`config.mk`:
```
export PLATFORM = sky130hd
export DESIGN_NAME = rst_init_ctrl
export DESIGN_NICKNAME = d
export VERILOG_FILES = /design/src/rst_init_pkg.sv /design/src/rst_init_ctrl.sv /design/src/sub_req_timer.sv
export SDC_FILE = /design/constraint.sdc
export NUM_CORES = 1
export LEC_CHECK = 0
export BUFFER_PORTS_ARGS = -buffer_cell sky130_fd_sc_hd__buf_4
export CORE_ASPECT_RATIO = 1.1
export CORE_UTILIZATION = 35
export DETAILED_ROUTE_END_ITERATION = 10
export SETUP_SLACK_MARGIN = 0.05
export SYNTH_ARGS = -nofsm -noshare
export SYNTH_HDL_FRONTEND = slang
export SYNTH_SLANG_ARGS = --single-unit
```
`constraint.sdc`:
```
create_clock -name aclk -period 5.23 [get_ports aclk]
set_input_delay 1.046 -clock aclk [delete_from_list [all_inputs] [get_ports aclk]]
set_output_delay 1.046 -clock aclk [all_outputs]
set_load 0.005 [all_outputs]
```
`src/rst_init_pkg.sv`:
```
// Purpose: shared constants for the reset and initialisation controller
// Assumes: 25 MHz aclk, AXI4-Lite register access, byte offsets below
// Notes:   sub clock ticks arrive as a pin-level square wave
package rst_init_pkg;
    // register byte offsets
    localparam logic [7:0] off_threshold_sel = 8'h00;  // low_voltage_threshold_select_reg
    localparam logic [7:0] off_mode_one      = 8'h04;  // system_mode_register_one
    localparam logic [7:0] off_status        = 8'h08;  // timeout and powerdown flags
    localparam logic [7:0] off_control       = 8'h0c;  // power-down and osc select
    // threshold codes, lowest to highest trip
    localparam logic [7:0] code_lv0 = 8'h55;
    localparam logic [7:0] code_lv1 = 8'h33;
    localparam logic [7:0] code_lv2 = 8'h99;
    localparam logic [7:0] code_lv3 = 8'haa;
    localparam logic [7:0] threshold_por = 8'h55;
    // system mode register one bit positions
    localparam int bit_wdt_flag   = 0;
    localparam int bit_inval_flag = 1;
    localparam int bit_uv_flag    = 2;
    localparam int bit_rst_flag   = 3;
    localparam int bit_sys_keep   = 7;
    // status register bit positions
    localparam int bit_powerdown  = 0;
    localparam int bit_timeout    = 1;
    // port register reset values
    localparam logic [7:0] port_por = 8'hff;
    // power-on delay and its cycle count at 25 MHz
    localparam int clk_mhz        = 25;
    localparam int por_delay_ms   = 50;
    localparam int por_delay_cyc  = por_delay_ms * 1000 * clk_mhz;
    // oscillator start-up waits in source clocks (upper figure of each range)
    localparam int sst_rc_cyc     = 16;
    localparam int sst_xtal_cyc   = 1024;
    localparam int sst_slow_cyc   = 2;
    // oscillator source encodings
    localparam logic [2:0] osc_fast_rc  = 3'h0;
    localparam logic [2:0] osc_ext_rc   = 3'h1;
    localparam logic [2:0] osc_fast_xt  = 3'h2;
    localparam logic [2:0] osc_slow_xt  = 3'h3;
    localparam logic [2:0] osc_slow_rc  = 3'h4;
    // sub clock edges to reset after a qualified request
    localparam logic [1:0] sub_req_lat  = 2'h2;
    // axi responses
    localparam logic [1:0] resp_okay    = 2'h0;
    localparam logic [1:0] resp_slverr  = 2'h2;
    // state machine
    typedef enum logic [1:0] {
        st_por   = 2'b00,
        st_run   = 2'b01,
        st_reset = 2'b10,
        st_sst   = 2'b11
    } seq_state_type;
endpackage

```
`src/rst_init_ctrl.sv`:
```
// Purpose: merges power-on, under-voltage and watchdog resets for a small core
// Assumes: status inputs are pins and pass two flip-flops; core pulses are local
// Notes:   drives reset strobes, core defaults and cause flags
// Functional notes
// - power-on clears program counter to zero
// - power-on sets port data, direction all ones
// - hold reset for power-on delay
// - under-voltage monitor on outside power-down, sets cause flag
// - short low-supply glitches are ignored
// - four valid threshold codes, lowest to highest
// - invalid code resets, restores power-on value
// - invalid code sets bit 1, software clears
// - valid low-voltage resets, register kept
// - under-voltage reset disabled in power-down
// - under-voltage flag bit 2, software clears
// - normal watchdog timeout: full reset, timeout set
// - sleep watchdog: clear pc, sp only, set timeout and powerdown
// - oscillator start-up wait per clock source
// - timeout/powerdown flags per reset kind
// - interrupts off, timers off, stack top
// - watchdog and time base cleared, restart
// - threshold register powers on at 0x55
// - powerdown flag: clear at power-up/clear, set halt
`timescale 1ns/10ps
module rst_init_ctrl #(
    parameter int por_cycles   = rst_init_pkg::por_delay_cyc,
    parameter int uv_qual_cyc  = 8
) (
    input  wire logic        aclk,
    input  wire logic        aresetn,
    input  wire logic        sub_clock,
    input  wire logic        low_supply,
    input  wire logic        wdt_timeout,
    input  wire logic        halt_exec,
    input  wire logic        wdt_clear,
    input  wire logic [31:0] s_axi_awaddr,
    input  wire logic        s_axi_awvalid,
    output logic             s_axi_awready,
    input  wire logic [31:0] s_axi_wdata,
    input  wire logic [3:0]  s_axi_wstrb,
    input  wire logic        s_axi_wvalid,
    output logic             s_axi_wready,
    output logic [1:0]       s_axi_bresp,
    output logic             s_axi_bvalid,
    input  wire logic        s_axi_bready,
    input  wire logic [31:0] s_axi_araddr,
    input  wire logic        s_axi_arvalid,
    output logic             s_axi_arready,
    output logic [31:0]      s_axi_rdata,
    output logic [1:0]       s_axi_rresp,
    output logic             s_axi_rvalid,
    input  wire logic        s_axi_rready,
    output logic             core_reset,
    output logic             pc_sp_clear,
    output logic             ports_preset,
    output logic             periph_reset,
    output logic             wdt_restart,
    output logic [1:0]       threshold_level,
    output logic             run_enable
);
    import rst_init_pkg::*;

    // two-stage synchronisers for pin inputs
    logic [1:0] sub_sync_reg, lows_sync_reg;
    logic       sub_prev_reg;    // last synchronised sub clock level
    logic       sub_tick;        // one pulse per sub clock rising edge
    // registers
    logic [7:0] threshold_reg;   // low_voltage_threshold_select_reg
    logic [3:0] mode_flags_reg;  // cause flags, bits 3..0
    logic       sys_keep_reg;    // idle_system_clock_keep
    logic       timeout_reg;     // timeout_status_flag
    logic       powerdown_reg;   // powerdown_status_flag
    logic       pwr_down_reg;    // device in power-down mode
    logic [2:0] osc_sel_reg;     // current system clock source
    // sequencing
    seq_state_type state_reg;
    logic [31:0]   cnt_reg;      // delay counter
    logic [15:0]   uv_cnt_reg;   // low-supply qualify counter
    logic          uv_qual_reg;  // qualified low-supply indication
    logic          uv_fire, inv_fire;
    logic          code_bad;
    logic          wd_normal, wd_sleep;

    // valid code check and level decode
    function automatic logic code_valid(input logic [7:0] c);
        code_valid = (c == code_lv0) || (c == code_lv1) || (c == code_lv2) || (c == code_lv3);
    endfunction
    function automatic logic [1:0] code_level(input logic [7:0] c);
        case (c)
            code_lv1: code_level = 2'h1;
            code_lv2: code_level = 2'h2;
            code_lv3: code_level = 2'h3;
            default:  code_level = 2'h0;
        endcase
    endfunction
    function automatic logic [31:0] sst_len(input logic [2:0] s);
        case (s)
            osc_fast_xt, osc_slow_xt: sst_len = 32'(sst_xtal_cyc);
            osc_slow_rc:              sst_len = 32'(sst_slow_cyc);
            default:                  sst_len = 32'(sst_rc_cyc);
        endcase
    endfunction

    // synchronise pins
    always_ff @(posedge aclk) begin
        if (!aresetn) begin
            sub_sync_reg  <= 2'h0;
            lows_sync_reg <= 2'h0;
            sub_prev_reg  <= 1'b0;
        end else begin
            sub_sync_reg  <= {sub_sync_reg[0], sub_clock};
            lows_sync_reg <= {lows_sync_reg[0], low_supply};
            sub_prev_reg  <= sub_sync_reg[1];
        end
    end
    assign sub_tick = sub_sync_reg[1] && !sub_prev_reg;

    // qualify low supply: must persist longer than the qualify time
    always_ff @(posedge aclk) begin
        if (!aresetn || !lows_sync_reg[1] || pwr_down_reg) begin
            uv_cnt_reg  <= 16'h0;
            uv_qual_reg <= 1'b0;
        end else if (uv_cnt_reg != 16'(uv_qual_cyc)) begin
            uv_cnt_reg <= uv_cnt_reg + 16'h1;
        end else begin
            uv_qual_reg <= 1'b1;
        end
    end

    assign code_bad  = !code_valid(threshold_reg);
    assign wd_normal = wdt_timeout && (state_reg == st_run) && !pwr_down_reg;
    assign wd_sleep  = wdt_timeout && (state_reg == st_run) && pwr_down_reg;

    // sub clock timers for the under-voltage and invalid-code reset requests
    sub_req_timer uv_timer (
        .aclk     (aclk),
        .aresetn  (aresetn),
        .sub_tick (sub_tick),
        .req      (uv_qual_reg && state_reg == st_run),
        .fire     (uv_fire)
    );
    sub_req_timer inv_timer (
        .aclk     (aclk),
        .aresetn  (aresetn),
        .sub_tick (sub_tick),
        .req      (code_bad && state_reg == st_run),
        .fire     (inv_fire)
    );

    // reset sequencer
    always_ff @(posedge aclk) begin
        if (!aresetn) begin
            state_reg    <= st_por;
            cnt_reg      <= 32'h0;
            core_reset   <= 1'b1;
            pc_sp_clear  <= 1'b1;
            ports_preset <= 1'b1;
            periph_reset <= 1'b1;
            wdt_restart  <= 1'b1;
            run_enable   <= 1'b0;
        end else begin
            pc_sp_clear <= 1'b0;
            wdt_restart <= 1'b0;
            case (state_reg)
                st_por: begin
                    if (cnt_reg >= 32'(por_cycles - 1)) begin
                        state_reg <= st_sst;
                        cnt_reg   <= 32'h0;
                    end else begin
                        cnt_reg <= cnt_reg + 32'h1;
                    end
                end
                st_run: begin
                    if (uv_fire || inv_fire || wd_normal) begin
                        state_reg    <= st_reset;
                        run_enable   <= 1'b0;
                        core_reset   <= 1'b1;
                        pc_sp_clear  <= 1'b1;
                        ports_preset <= 1'b1;
                        periph_reset <= 1'b1;
                        wdt_restart  <= 1'b1;
                        cnt_reg      <= 32'h0;
                    end else if (wd_sleep) begin
                        state_reg   <= st_sst;
                        run_enable  <= 1'b0;
                        pc_sp_clear <= 1'b1;
                        cnt_reg     <= 32'h0;
                    end
                end
                st_reset: begin
                    if (cnt_reg >= 32'(por_cycles - 1)) begin
                        state_reg <= st_sst;
                        cnt_reg   <= 32'h0;
                    end else begin
                        cnt_reg <= cnt_reg + 32'h1;
                    end
                end
                st_sst: begin
                    if (cnt_reg >= sst_len(osc_sel_reg) - 32'h1) begin
                        state_reg    <= st_run;
                        run_enable   <= 1'b1;
                        core_reset   <= 1'b0;
                        ports_preset <= 1'b0;
                        periph_reset <= 1'b0;
                        cnt_reg      <= 32'h0;
                    end else begin
                        cnt_reg <= cnt_reg + 32'h1;
                    end
                end
                default: state_reg <= st_por;
            endcase
        end
    end

    // axi write channel capture
    logic        aw_hold_reg, w_hold_reg;
    logic [7:0]  aw_addr_reg;
    logic [31:0] w_data_reg;
    logic [3:0]  w_strb_reg;
    logic        wr_go;
    assign wr_go = aw_hold_reg && w_hold_reg && !s_axi_bvalid;

    // accept address and data in either order, answer after both
    always_ff @(posedge aclk) begin
        if (!aresetn) begin
            aw_hold_reg   <= 1'b0;
            w_hold_reg    <= 1'b0;
            aw_addr_reg   <= 8'h0;
            w_data_reg    <= 32'h0;
            w_strb_reg    <= 4'h0;
            s_axi_awready <= 1'b0;
            s_axi_wready  <= 1'b0;
            s_axi_bvalid  <= 1'b0;
            s_axi_bresp   <= resp_okay;
        end else begin
            s_axi_awready <= !aw_hold_reg && !s_axi_awready && s_axi_awvalid;
            s_axi_wready  <= !w_hold_reg && !s_axi_wready && s_axi_wvalid;
            if (s_axi_awvalid && s_axi_awready) begin
                aw_hold_reg <= 1'b1;
                aw_addr_reg <= s_axi_awaddr[7:0];
            end
            if (s_axi_wvalid && s_axi_wready) begin
                w_hold_reg <= 1'b1;
                w_data_reg <= s_axi_wdata;
                w_strb_reg <= s_axi_wstrb;
            end
            if (wr_go) begin
                aw_hold_reg  <= 1'b0;
                w_hold_reg   <= 1'b0;
                s_axi_bvalid <= 1'b1;
                s_axi_bresp  <= (aw_addr_reg <= off_control && aw_addr_reg[1:0] == 2'h0)
                                ? resp_okay : resp_slverr;
            end else if (s_axi_bvalid && s_axi_bready) begin
                s_axi_bvalid <= 1'b0;
            end
        end
    end

    logic wr_lane0;
    assign wr_lane0 = wr_go && w_strb_reg[0];

    // threshold select register; restored only on invalid code reset
    always_ff @(posedge aclk) begin
        if (!aresetn) begin
            threshold_reg <= threshold_por;
        end else if (inv_fire) begin
            threshold_reg <= threshold_por;
        end else if (wr_lane0 && aw_addr_reg == off_threshold_sel) begin
            threshold_reg <= w_data_reg[7:0];
        end
    end

    // cause flags: hardware set wins over software clear
    always_ff @(posedge aclk) begin
        if (!aresetn) begin
            mode_flags_reg <= 4'h0;
            sys_keep_reg   <= 1'b0;
        end else begin
            if (wr_lane0 && aw_addr_reg == off_mode_one) begin
                mode_flags_reg <= mode_flags_reg & w_data_reg[3:0];
                sys_keep_reg   <= w_data_reg[bit_sys_keep];
            end
            if (uv_fire) begin
                mode_flags_reg[bit_uv_flag] <= 1'b1;
            end
            if (inv_fire) begin
                mode_flags_reg[bit_inval_flag] <= 1'b1;
            end
        end
    end

    // timeout and powerdown flags; power-down mode and clock source control
    always_ff @(posedge aclk) begin
        if (!aresetn) begin
            timeout_reg   <= 1'b0;
            powerdown_reg <= 1'b0;
            pwr_down_reg  <= 1'b0;
            osc_sel_reg   <= osc_fast_rc;
        end else begin
            if (wr_lane0 && aw_addr_reg == off_control) begin
                osc_sel_reg <= w_data_reg[3:1];
            end
            if (wd_normal) begin
                timeout_reg <= 1'b1;
            end else if (wd_sleep) begin
                timeout_reg   <= 1'b1;
                powerdown_reg <= 1'b1;
                pwr_down_reg  <= 1'b0;
            end else if (halt_exec && state_reg == st_run) begin
                powerdown_reg <= 1'b1;
                pwr_down_reg  <= 1'b1;
            end else if (wdt_clear) begin
                powerdown_reg <= 1'b0;
                timeout_reg   <= 1'b0;
            end
        end
    end

    // read channel
    always_ff @(posedge aclk) begin
        if (!aresetn) begin
            s_axi_arready <= 1'b0;
            s_axi_rvalid  <= 1'b0;
            s_axi_rdata   <= 32'h0;
            s_axi_rresp   <= resp_okay;
        end else begin
            s_axi_arready <= !s_axi_arready && !s_axi_rvalid && s_axi_arvalid;
            if (s_axi_arvalid && s_axi_arready) begin
                s_axi_rvalid <= 1'b1;
                s_axi_rresp  <= resp_okay;
                case (s_axi_araddr[7:0])
                    off_threshold_sel: s_axi_rdata <= {24'h0, threshold_reg};
                    off_mode_one:  s_axi_rdata <= {24'h0, sys_keep_reg, 3'h0, mode_flags_reg};
                    off_status:    s_axi_rdata <= {30'h0, timeout_reg, powerdown_reg};
                    off_control:   s_axi_rdata <= {28'h0, osc_sel_reg, pwr_down_reg};
                    default: begin
                        s_axi_rdata <= 32'h0;
                        s_axi_rresp <= resp_slverr;
                    end
                endcase
            end else if (s_axi_rvalid && s_axi_rready) begin
                s_axi_rvalid <= 1'b0;
            end
        end
    end

    // threshold level to the analogue comparator
    always_ff @(posedge aclk) begin
        if (!aresetn) begin
            threshold_level <= 2'h0;
        end else begin
            threshold_level <= code_level(threshold_reg);
        end
    end

    // checks
    inval_restore_a: assert property (@(posedge aclk) disable iff (!aresetn)
        inv_fire |=> threshold_reg == threshold_por && mode_flags_reg[bit_inval_flag])
        else $error("invalid code not restored");
    uv_flag_a: assert property (@(posedge aclk) disable iff (!aresetn)
        uv_fire |=> mode_flags_reg[bit_uv_flag] && core_reset)
        else $error("under-voltage flag missing");
    wd_norm_a: assert property (@(posedge aclk) disable iff (!aresetn)
        wd_normal |=> timeout_reg && core_reset && pc_sp_clear)
        else $error("normal watchdog reset wrong");
    wd_sleep_a: assert property (@(posedge aclk) disable iff (!aresetn)
        wd_sleep |=> timeout_reg && powerdown_reg && !core_reset && pc_sp_clear)
        else $error("sleep watchdog reset wrong");
    pd_mask_a: assert property (@(posedge aclk) disable iff (!aresetn)
        pwr_down_reg |=> !uv_qual_reg)
        else $error("under-voltage active in power-down");
    halt_pd_a: assert property (@(posedge aclk) disable iff (!aresetn)
        (halt_exec && state_reg == st_run && !wdt_timeout) |=> powerdown_reg)
        else $error("halt did not set powerdown");
    run_ports_a: assert property (@(posedge aclk) disable iff (!aresetn)
        !run_enable |-> ports_preset || state_reg == st_sst || state_reg == st_run)
        else $error("ports released early");
    level_map_a: assert property (@(posedge aclk) disable iff (!aresetn)
        (threshold_reg == code_lv3) |=> threshold_level == 2'h3)
        else $error("threshold level decode wrong");
    cov_uv_c:    cover property (@(posedge aclk) uv_fire);
    cov_inv_c:   cover property (@(posedge aclk) inv_fire);
    cov_sleep_c: cover property (@(posedge aclk) wd_sleep);
endmodule

```
`src/sub_req_timer.sv`:
```
// Purpose: counts sub clock edges for a pending reset request
// Assumes: sub_tick is a one-cycle pulse per sub clock rising edge
// Notes:   fires after two sub clock edges, so one to two sub periods
`timescale 1ns/10ps
module sub_req_timer (
    input  wire logic aclk,
    input  wire logic aresetn,
    input  wire logic sub_tick,
    input  wire logic req,
    output logic      fire
);
    import rst_init_pkg::*;
    logic [1:0] cnt_reg;  // sub edges seen while request stands
    // count sub edges while the request holds; drop back when it goes away
    always_ff @(posedge aclk) begin
        if (!aresetn || !req) begin
            cnt_reg <= 2'h0;
            fire    <= 1'b0;
        end else begin
            fire <= 1'b0;
            if (sub_tick && cnt_reg != sub_req_lat) begin
                cnt_reg <= cnt_reg + 2'h1;
                if (cnt_reg + 2'h1 == sub_req_lat) begin
                    fire <= 1'b1;
                end
            end
        end
    end
endmodule

```
==> results.toml, run 1 <==
[floorplanning]
num_rows = 48
coreArea_um2 = 15700
chipWidth_um = 123
initial_core_util_pct = 35.9
dieArea_um2 = 16700
ios = 161
die_h_um = 135

[clock_tree]
cts.sinks = 121
cts_tree = "built"
cts.clk_slew.worst_paths_ns = 0.06
cts_buffers = 17
clkLatencyLatePin_ns = 0.41
h-tree-depth = 4
post-cts-setup-buffers = 0
cts_hold_buf = 0
cts_resized = 0
cts_root_buf = "clkbuf_16"
cts_buffer_depth = 2

[sta]
finalCritPeriodShare_pct = 55.8
setup_viol = 0
fmax_ghz = 0.342
skew_ns = 0.0104
tightest_slew_ns = 0.789
slew_violations = 0
min_period_ns = 2.92
hold_viol = 0
rsz0062_at_grt = "false"
max_slew_margin_pct = 47.3
fin_tns_setup_ns = 0

[grt]
grt_pass1_vias = 4132
grt_pass1_wl_mm = 19.5
grt_max_degree = 46
antenna_found_initial = 0
grt-ovfl-total = 0
grtUsageTotal_pct = 14.7

[finish]
finalNetCount = 850
fillers = 1611
multi_input_area_um2 = 2940
largest_reg_flops = 32
area_growth_syn_to_layout_pct = 19.6
antenna_cells = 0
regArea_um2 = 2420
final_layout_size_suffix_gt1_share_pct = 15.8
stdcell_count = 933

[yosys]
synth_area_leader_cell = "dfxtp_1"
synthFlopType = "dfxtp_1"
synthArstFlopShare_pct = 0
yosysUniqueCellTypes = 56
synthCells = 668
syn_area_um2 = 5650
synth_area_leaders = "dfxtp_1, nand2_1, nor2_1"
synth_edf_count = 0
synth.avg_cell_area_um2 = 8.46
synth_warnings = 0
ys_seq_area_share_pct = 42.8
yosysMostFrequentCell = "dfxtp_1"
synth_top_cell_area_share_pct = 42.8
synth-seq-cells = 121
synthTopCellsByCount = "dfxtp_1, nand2_1, nor2_1, a21oi_1, buf_4"

[pwr]
p_leak_nw = 2.79
power-per-cell-area_nw_per_um2 = 330
p_total_mw = 2.23
peakVddDrop_v = 0.000214

[place]
gp_congestion = 0.740
port_buffers = 59
hpwl_mm = 8.21
place_inst = 901

[critical_path]
path_class = "flip-flop to flip-flop"
startpoint = "osc_sel_reg[2]"
end_kind = "flip-flop"
worst_ep_arrival_time_ns = 3.27
cp.required_ns = 5.58
path_max_fanout = 11
rr_startpoint = "osc_sel_reg[2]"
cp-start-kind = "flip-flop"

[drt]
vias = 4562
avgViaCountPerCell = 4.89
detail_route.wl_per_cell_um = 12.4
route.detailed.drc = 0
wl_mm = 11.6
drt_iter0_drc = 186
firstDrtPassIters = 4
ant_nets = 0

[run_status]
run_status = "finished clean"

[min_path]
min_path_type = "flip-flop to flip-flop"
worstHoldStart = "sub_sync_reg[0]"

[job]
maxCapViolCount = 0
power by group:
part / total, mW / internal (mW) / leakage [nW] / switching, mW
logic: 0.0800 / 0.0365 / 1.51 / 0.0435
clock network: 1.20 / 0.777 / 0.296 / 0.427
registers: 0.945 / 0.934 / 0.979 / 0.0106
total: 2.23 / 1.75 / 2.79 / 0.481
critical path, stage by stage, from the launching register on:
cell	delay, ns
dfxtp_1	0.36
nor3b_1	0.39
ha_1	0.33
a21oi_1	0.15
o21ai_0	0.11
and3_1	0.21
nor4b_4	0.61
buf_4	0.33
or3_1	0.20
and3_1	0.17
metal layers:
metal / up-vias / track usage [%] / routed length [µm]
li1: 2380 / - / -
met1: 2071 / 19.2 / 5690
met2: 96 / 23.0 / 5250
met3: 15 / 4.17 / 489
met4: 0 / 5.22 / 161
met5: - / 0 / 0
cell families after synthesis:
family | Yosys count | share of synthesized area (%)
xor+xnor | 18 | 2.79
mux | 18 | 3.63
flops | 121 | 42.8
compound gates | 101 | 12.4
buf+inv | 70 | 7.08
simple gates | 320 | 27.2
other cells | 2 | 0.133
fa+ha+maj | 18 | 3.98
path summary, 6_finish.rpt:
check,to,slack (ns),depth (start not counted)
max,cnt_reg[30],2.31,9
min,sub_sync_reg[1],0.43,1
max reg2reg,cnt_reg[30],2.31,9
min reg2reg,sub_sync_reg[1],0.43,1
cells in the final DEF, fill, tap and decap left out, types with 7 or more instances in the layout:
| cell | instances |
|---|---|
| ha_1 | 18 |
| and2_1 | 20 |
| inv_1 | 14 |
| buf_4 | 63 |
| conb_1 | 28 |
| nand3_1 | 23 |
| xor2_1 | 11 |
| nand2b_1 | 7 |
| a21oi_1 | 40 |
| o21ai_0 | 16 |
| nor3_1 | 16 |
| o221ai_2 | 10 |
| dfxtp_1 | 121 |
| and3_1 | 16 |
| nor4_1 | 10 |
| clkbuf_16 | 17 |
| a22oi_1 | 7 |
| nand2_1 | 105 |
| xnor2_1 | 7 |
| nor2_1 | 80 |
| nand4_1 | 15 |
| mux2i_1 | 16 |
final cells by class:
type	instances	area share [%]
Timing Repair Buffer	63	6.99
Clock buffer	19	6.70
Multi-Input combinational cell	503	43.5
Clock inverter	13	2.46
Tap cell	200	3.70
Inverter	14	0.777
Sequential cell	121	35.8
through the flow:
stage / worst slack [ns] / hold WS [ns] / area, µm² / util, %
floorplan: 3.06 / 0.412 / 5750 / -
global placement: 2.38 / 0.415 / 6140 / 39.0
detailed placement: 2.31 / 0.420 / 6140 / 39.0
CTS: 2.29 / 0.434 / 6760 / 43.0
global route: 2.06 / 0.450 / 6760 / 43.0
finish: 2.31 / 0.432 / 6760 / 43.0
(Power assumes the default switching activity.)
==> inputs of run 2 (changes only) <==
Clock period 5.23 ns to 3.05 ns, I/O delays scaled along.
==> results.toml, run 2 (synthesis results as in run 1) <==
[run_status]
run_status = "finished clean"

[grt]
grt_pass1_vias = 4181
grt_use_met1_pct = 19.6
grtUsageTotal_pct = 15.2
grt_use_met2_pct = 23.4
use_met3_pct = 4.42
grt_max_degree = 44
antenna_found_initial = 0
grt-ovfl-total = 0
top_usage_layer = "met2"
grt_pass1_wl_mm = 20.0

[clock_tree]
cts_buffer_depth = 2
cts_root_buf = "clkbuf_16"
cts.sinks = 121
h-tree-depth = 4
clkLatencyLatePin_ns = 0.42
cts_hold_buf = 0
post-cts-setup-buffers = 0
cts_resized = 0
cts.clk_slew.worst_paths_ns = 0.05
cts_buffers = 17
cts_tree = "built"

[critical_path]
path_class = "flip-flop to flip-flop"
worst_ep_arrival_time_ns = 2.84
path_max_fanout = 9
cp.required_ns = 3.40
cp-start-kind = "flip-flop"
end_kind = "flip-flop"

[sta]
setup_viol = 0
min_period_ns = 2.48
skew_ns = 0.00542
finalCritPeriodShare_pct = 81.4
fin_tns_setup_ns = 0
rsz0062_at_grt = "false"
tightest_slew_ns = 0.679
hold_viol = 0
slew_violations = 0
max_slew_margin_pct = 54.6
fmax_ghz = 0.403

[min_path]
min_path_type = "primary input to flip-flop"

[finish]
regArea_um2 = 2420
final_layout_size_suffix_gt1_share_pct = 15.8
area_growth_syn_to_layout_pct = 19.4
final_common_cell = "dfxtp_1"
largest_reg_flops = 32
mostFrequentLayoutCells = "dfxtp_1, nand2_1, nor2_1"
finalNetCount = 853
antenna_cells = 0
multi_input_area_um2 = 2940
stdcell_count = 936
fillers = 1595

[floorplanning]
initial_core_util_pct = 35.9
ios = 161
chipWidth_um = 123
num_rows = 48
dieArea_um2 = 16700
coreArea_um2 = 15700
die_h_um = 135

[pwr]
power-per-cell-area_nw_per_um2 = 556
peakVddDrop_v = 0.000392
p_leak_nw = 2.79
p_total_mw = 3.75

[drt]
firstDrtPassIters = 4
wl_mm = 11.7
detail_route.wl_per_cell_um = 12.5
ant_nets = 0
vias = 4574
route.detailed.drc = 0
avgViaCountPerCell = 4.89
drt_iter0_drc = 217

[place]
gp_congestion = 0.737
hpwl_mm = 8.34
port_buffers = 59
place_inst = 904

[job]
maxCapViolCount = 0
[run 2: changes by cell type in the layout (fill, tap and decap cells not counted), sizes merged]
cell,previous run,this run
inv,16,15
buf,63,66
clkbuf,19,20
[run 2: critical path, cell delays in order, from the launching register on]
cell     delay, ns
dfxtp_1       0.36
nor3b_1       0.42
ha_1          0.33
a21oi_1       0.14
o21ai_0       0.10
and3_1        0.21
nor4b_4       0.28
buf_4         0.24
or3_1         0.18
and3_1        0.16
[run 2: metrics by stage]
stage | instance area (µm²) | utilization (%) | hold slack, ns | setup slack (ns)
after floorplan | 5750 | - | 0.412 | 0.941
after global placement | 6160 | 39.2 | 0.416 | 0.643
after detailed placement | 6160 | 39.2 | 0.421 | 0.577
after CTS | 6750 | 42.9 | 0.384 | 0.544
after global routing | 6750 | 42.9 | 0.401 | 0.403
final | 6750 | 42.9 | 0.403 | 0.566
[run 2: area by class of cell]
class / instances / share of cell area, %
sequential: 121 / 35.9
inverter: 14 / 0.778
timing repair buffer: 66 / 7.34
clock inverter: 12 / 2.22
clock buffer: 20 / 6.47
multi-input combinational: 503 / 43.6
tap: 200 / 3.71
[run 2: worst paths after layout]
check | from | end | slack, ns | cells after the start
setup / recovery | osc_sel_reg[2] | cnt_reg[30] | 0.57 | 9
hold / removal | sub_clock | sub_sync_reg[0] | 0.40 | 2
setup reg to reg | osc_sel_reg[2] | cnt_reg[30] | 0.57 | 9
hold reg to reg | sub_sync_reg[0] | sub_sync_reg[1] | 0.43 | 1
[run 2: routing by layer]
metal / part of all wire (%) / up-vias
li1: - / 2379
met1: 48 / 2091
met2: 46 / 86
met3: 4.3 / 18
met4: 1.5 / 0
met5: 0 / -
[run 2: power breakdown]
| part | total [mW] | switching [mW] | internal, mW | leakage, nW |
|---|---|---|---|---|
| clock | 1.99 | 0.715 | 1.28 | 0.280 |
| combinational | 0.140 | 0.0755 | 0.0642 | 1.53 |
| sequential | 1.62 | 0.0182 | 1.60 | 0.979 |
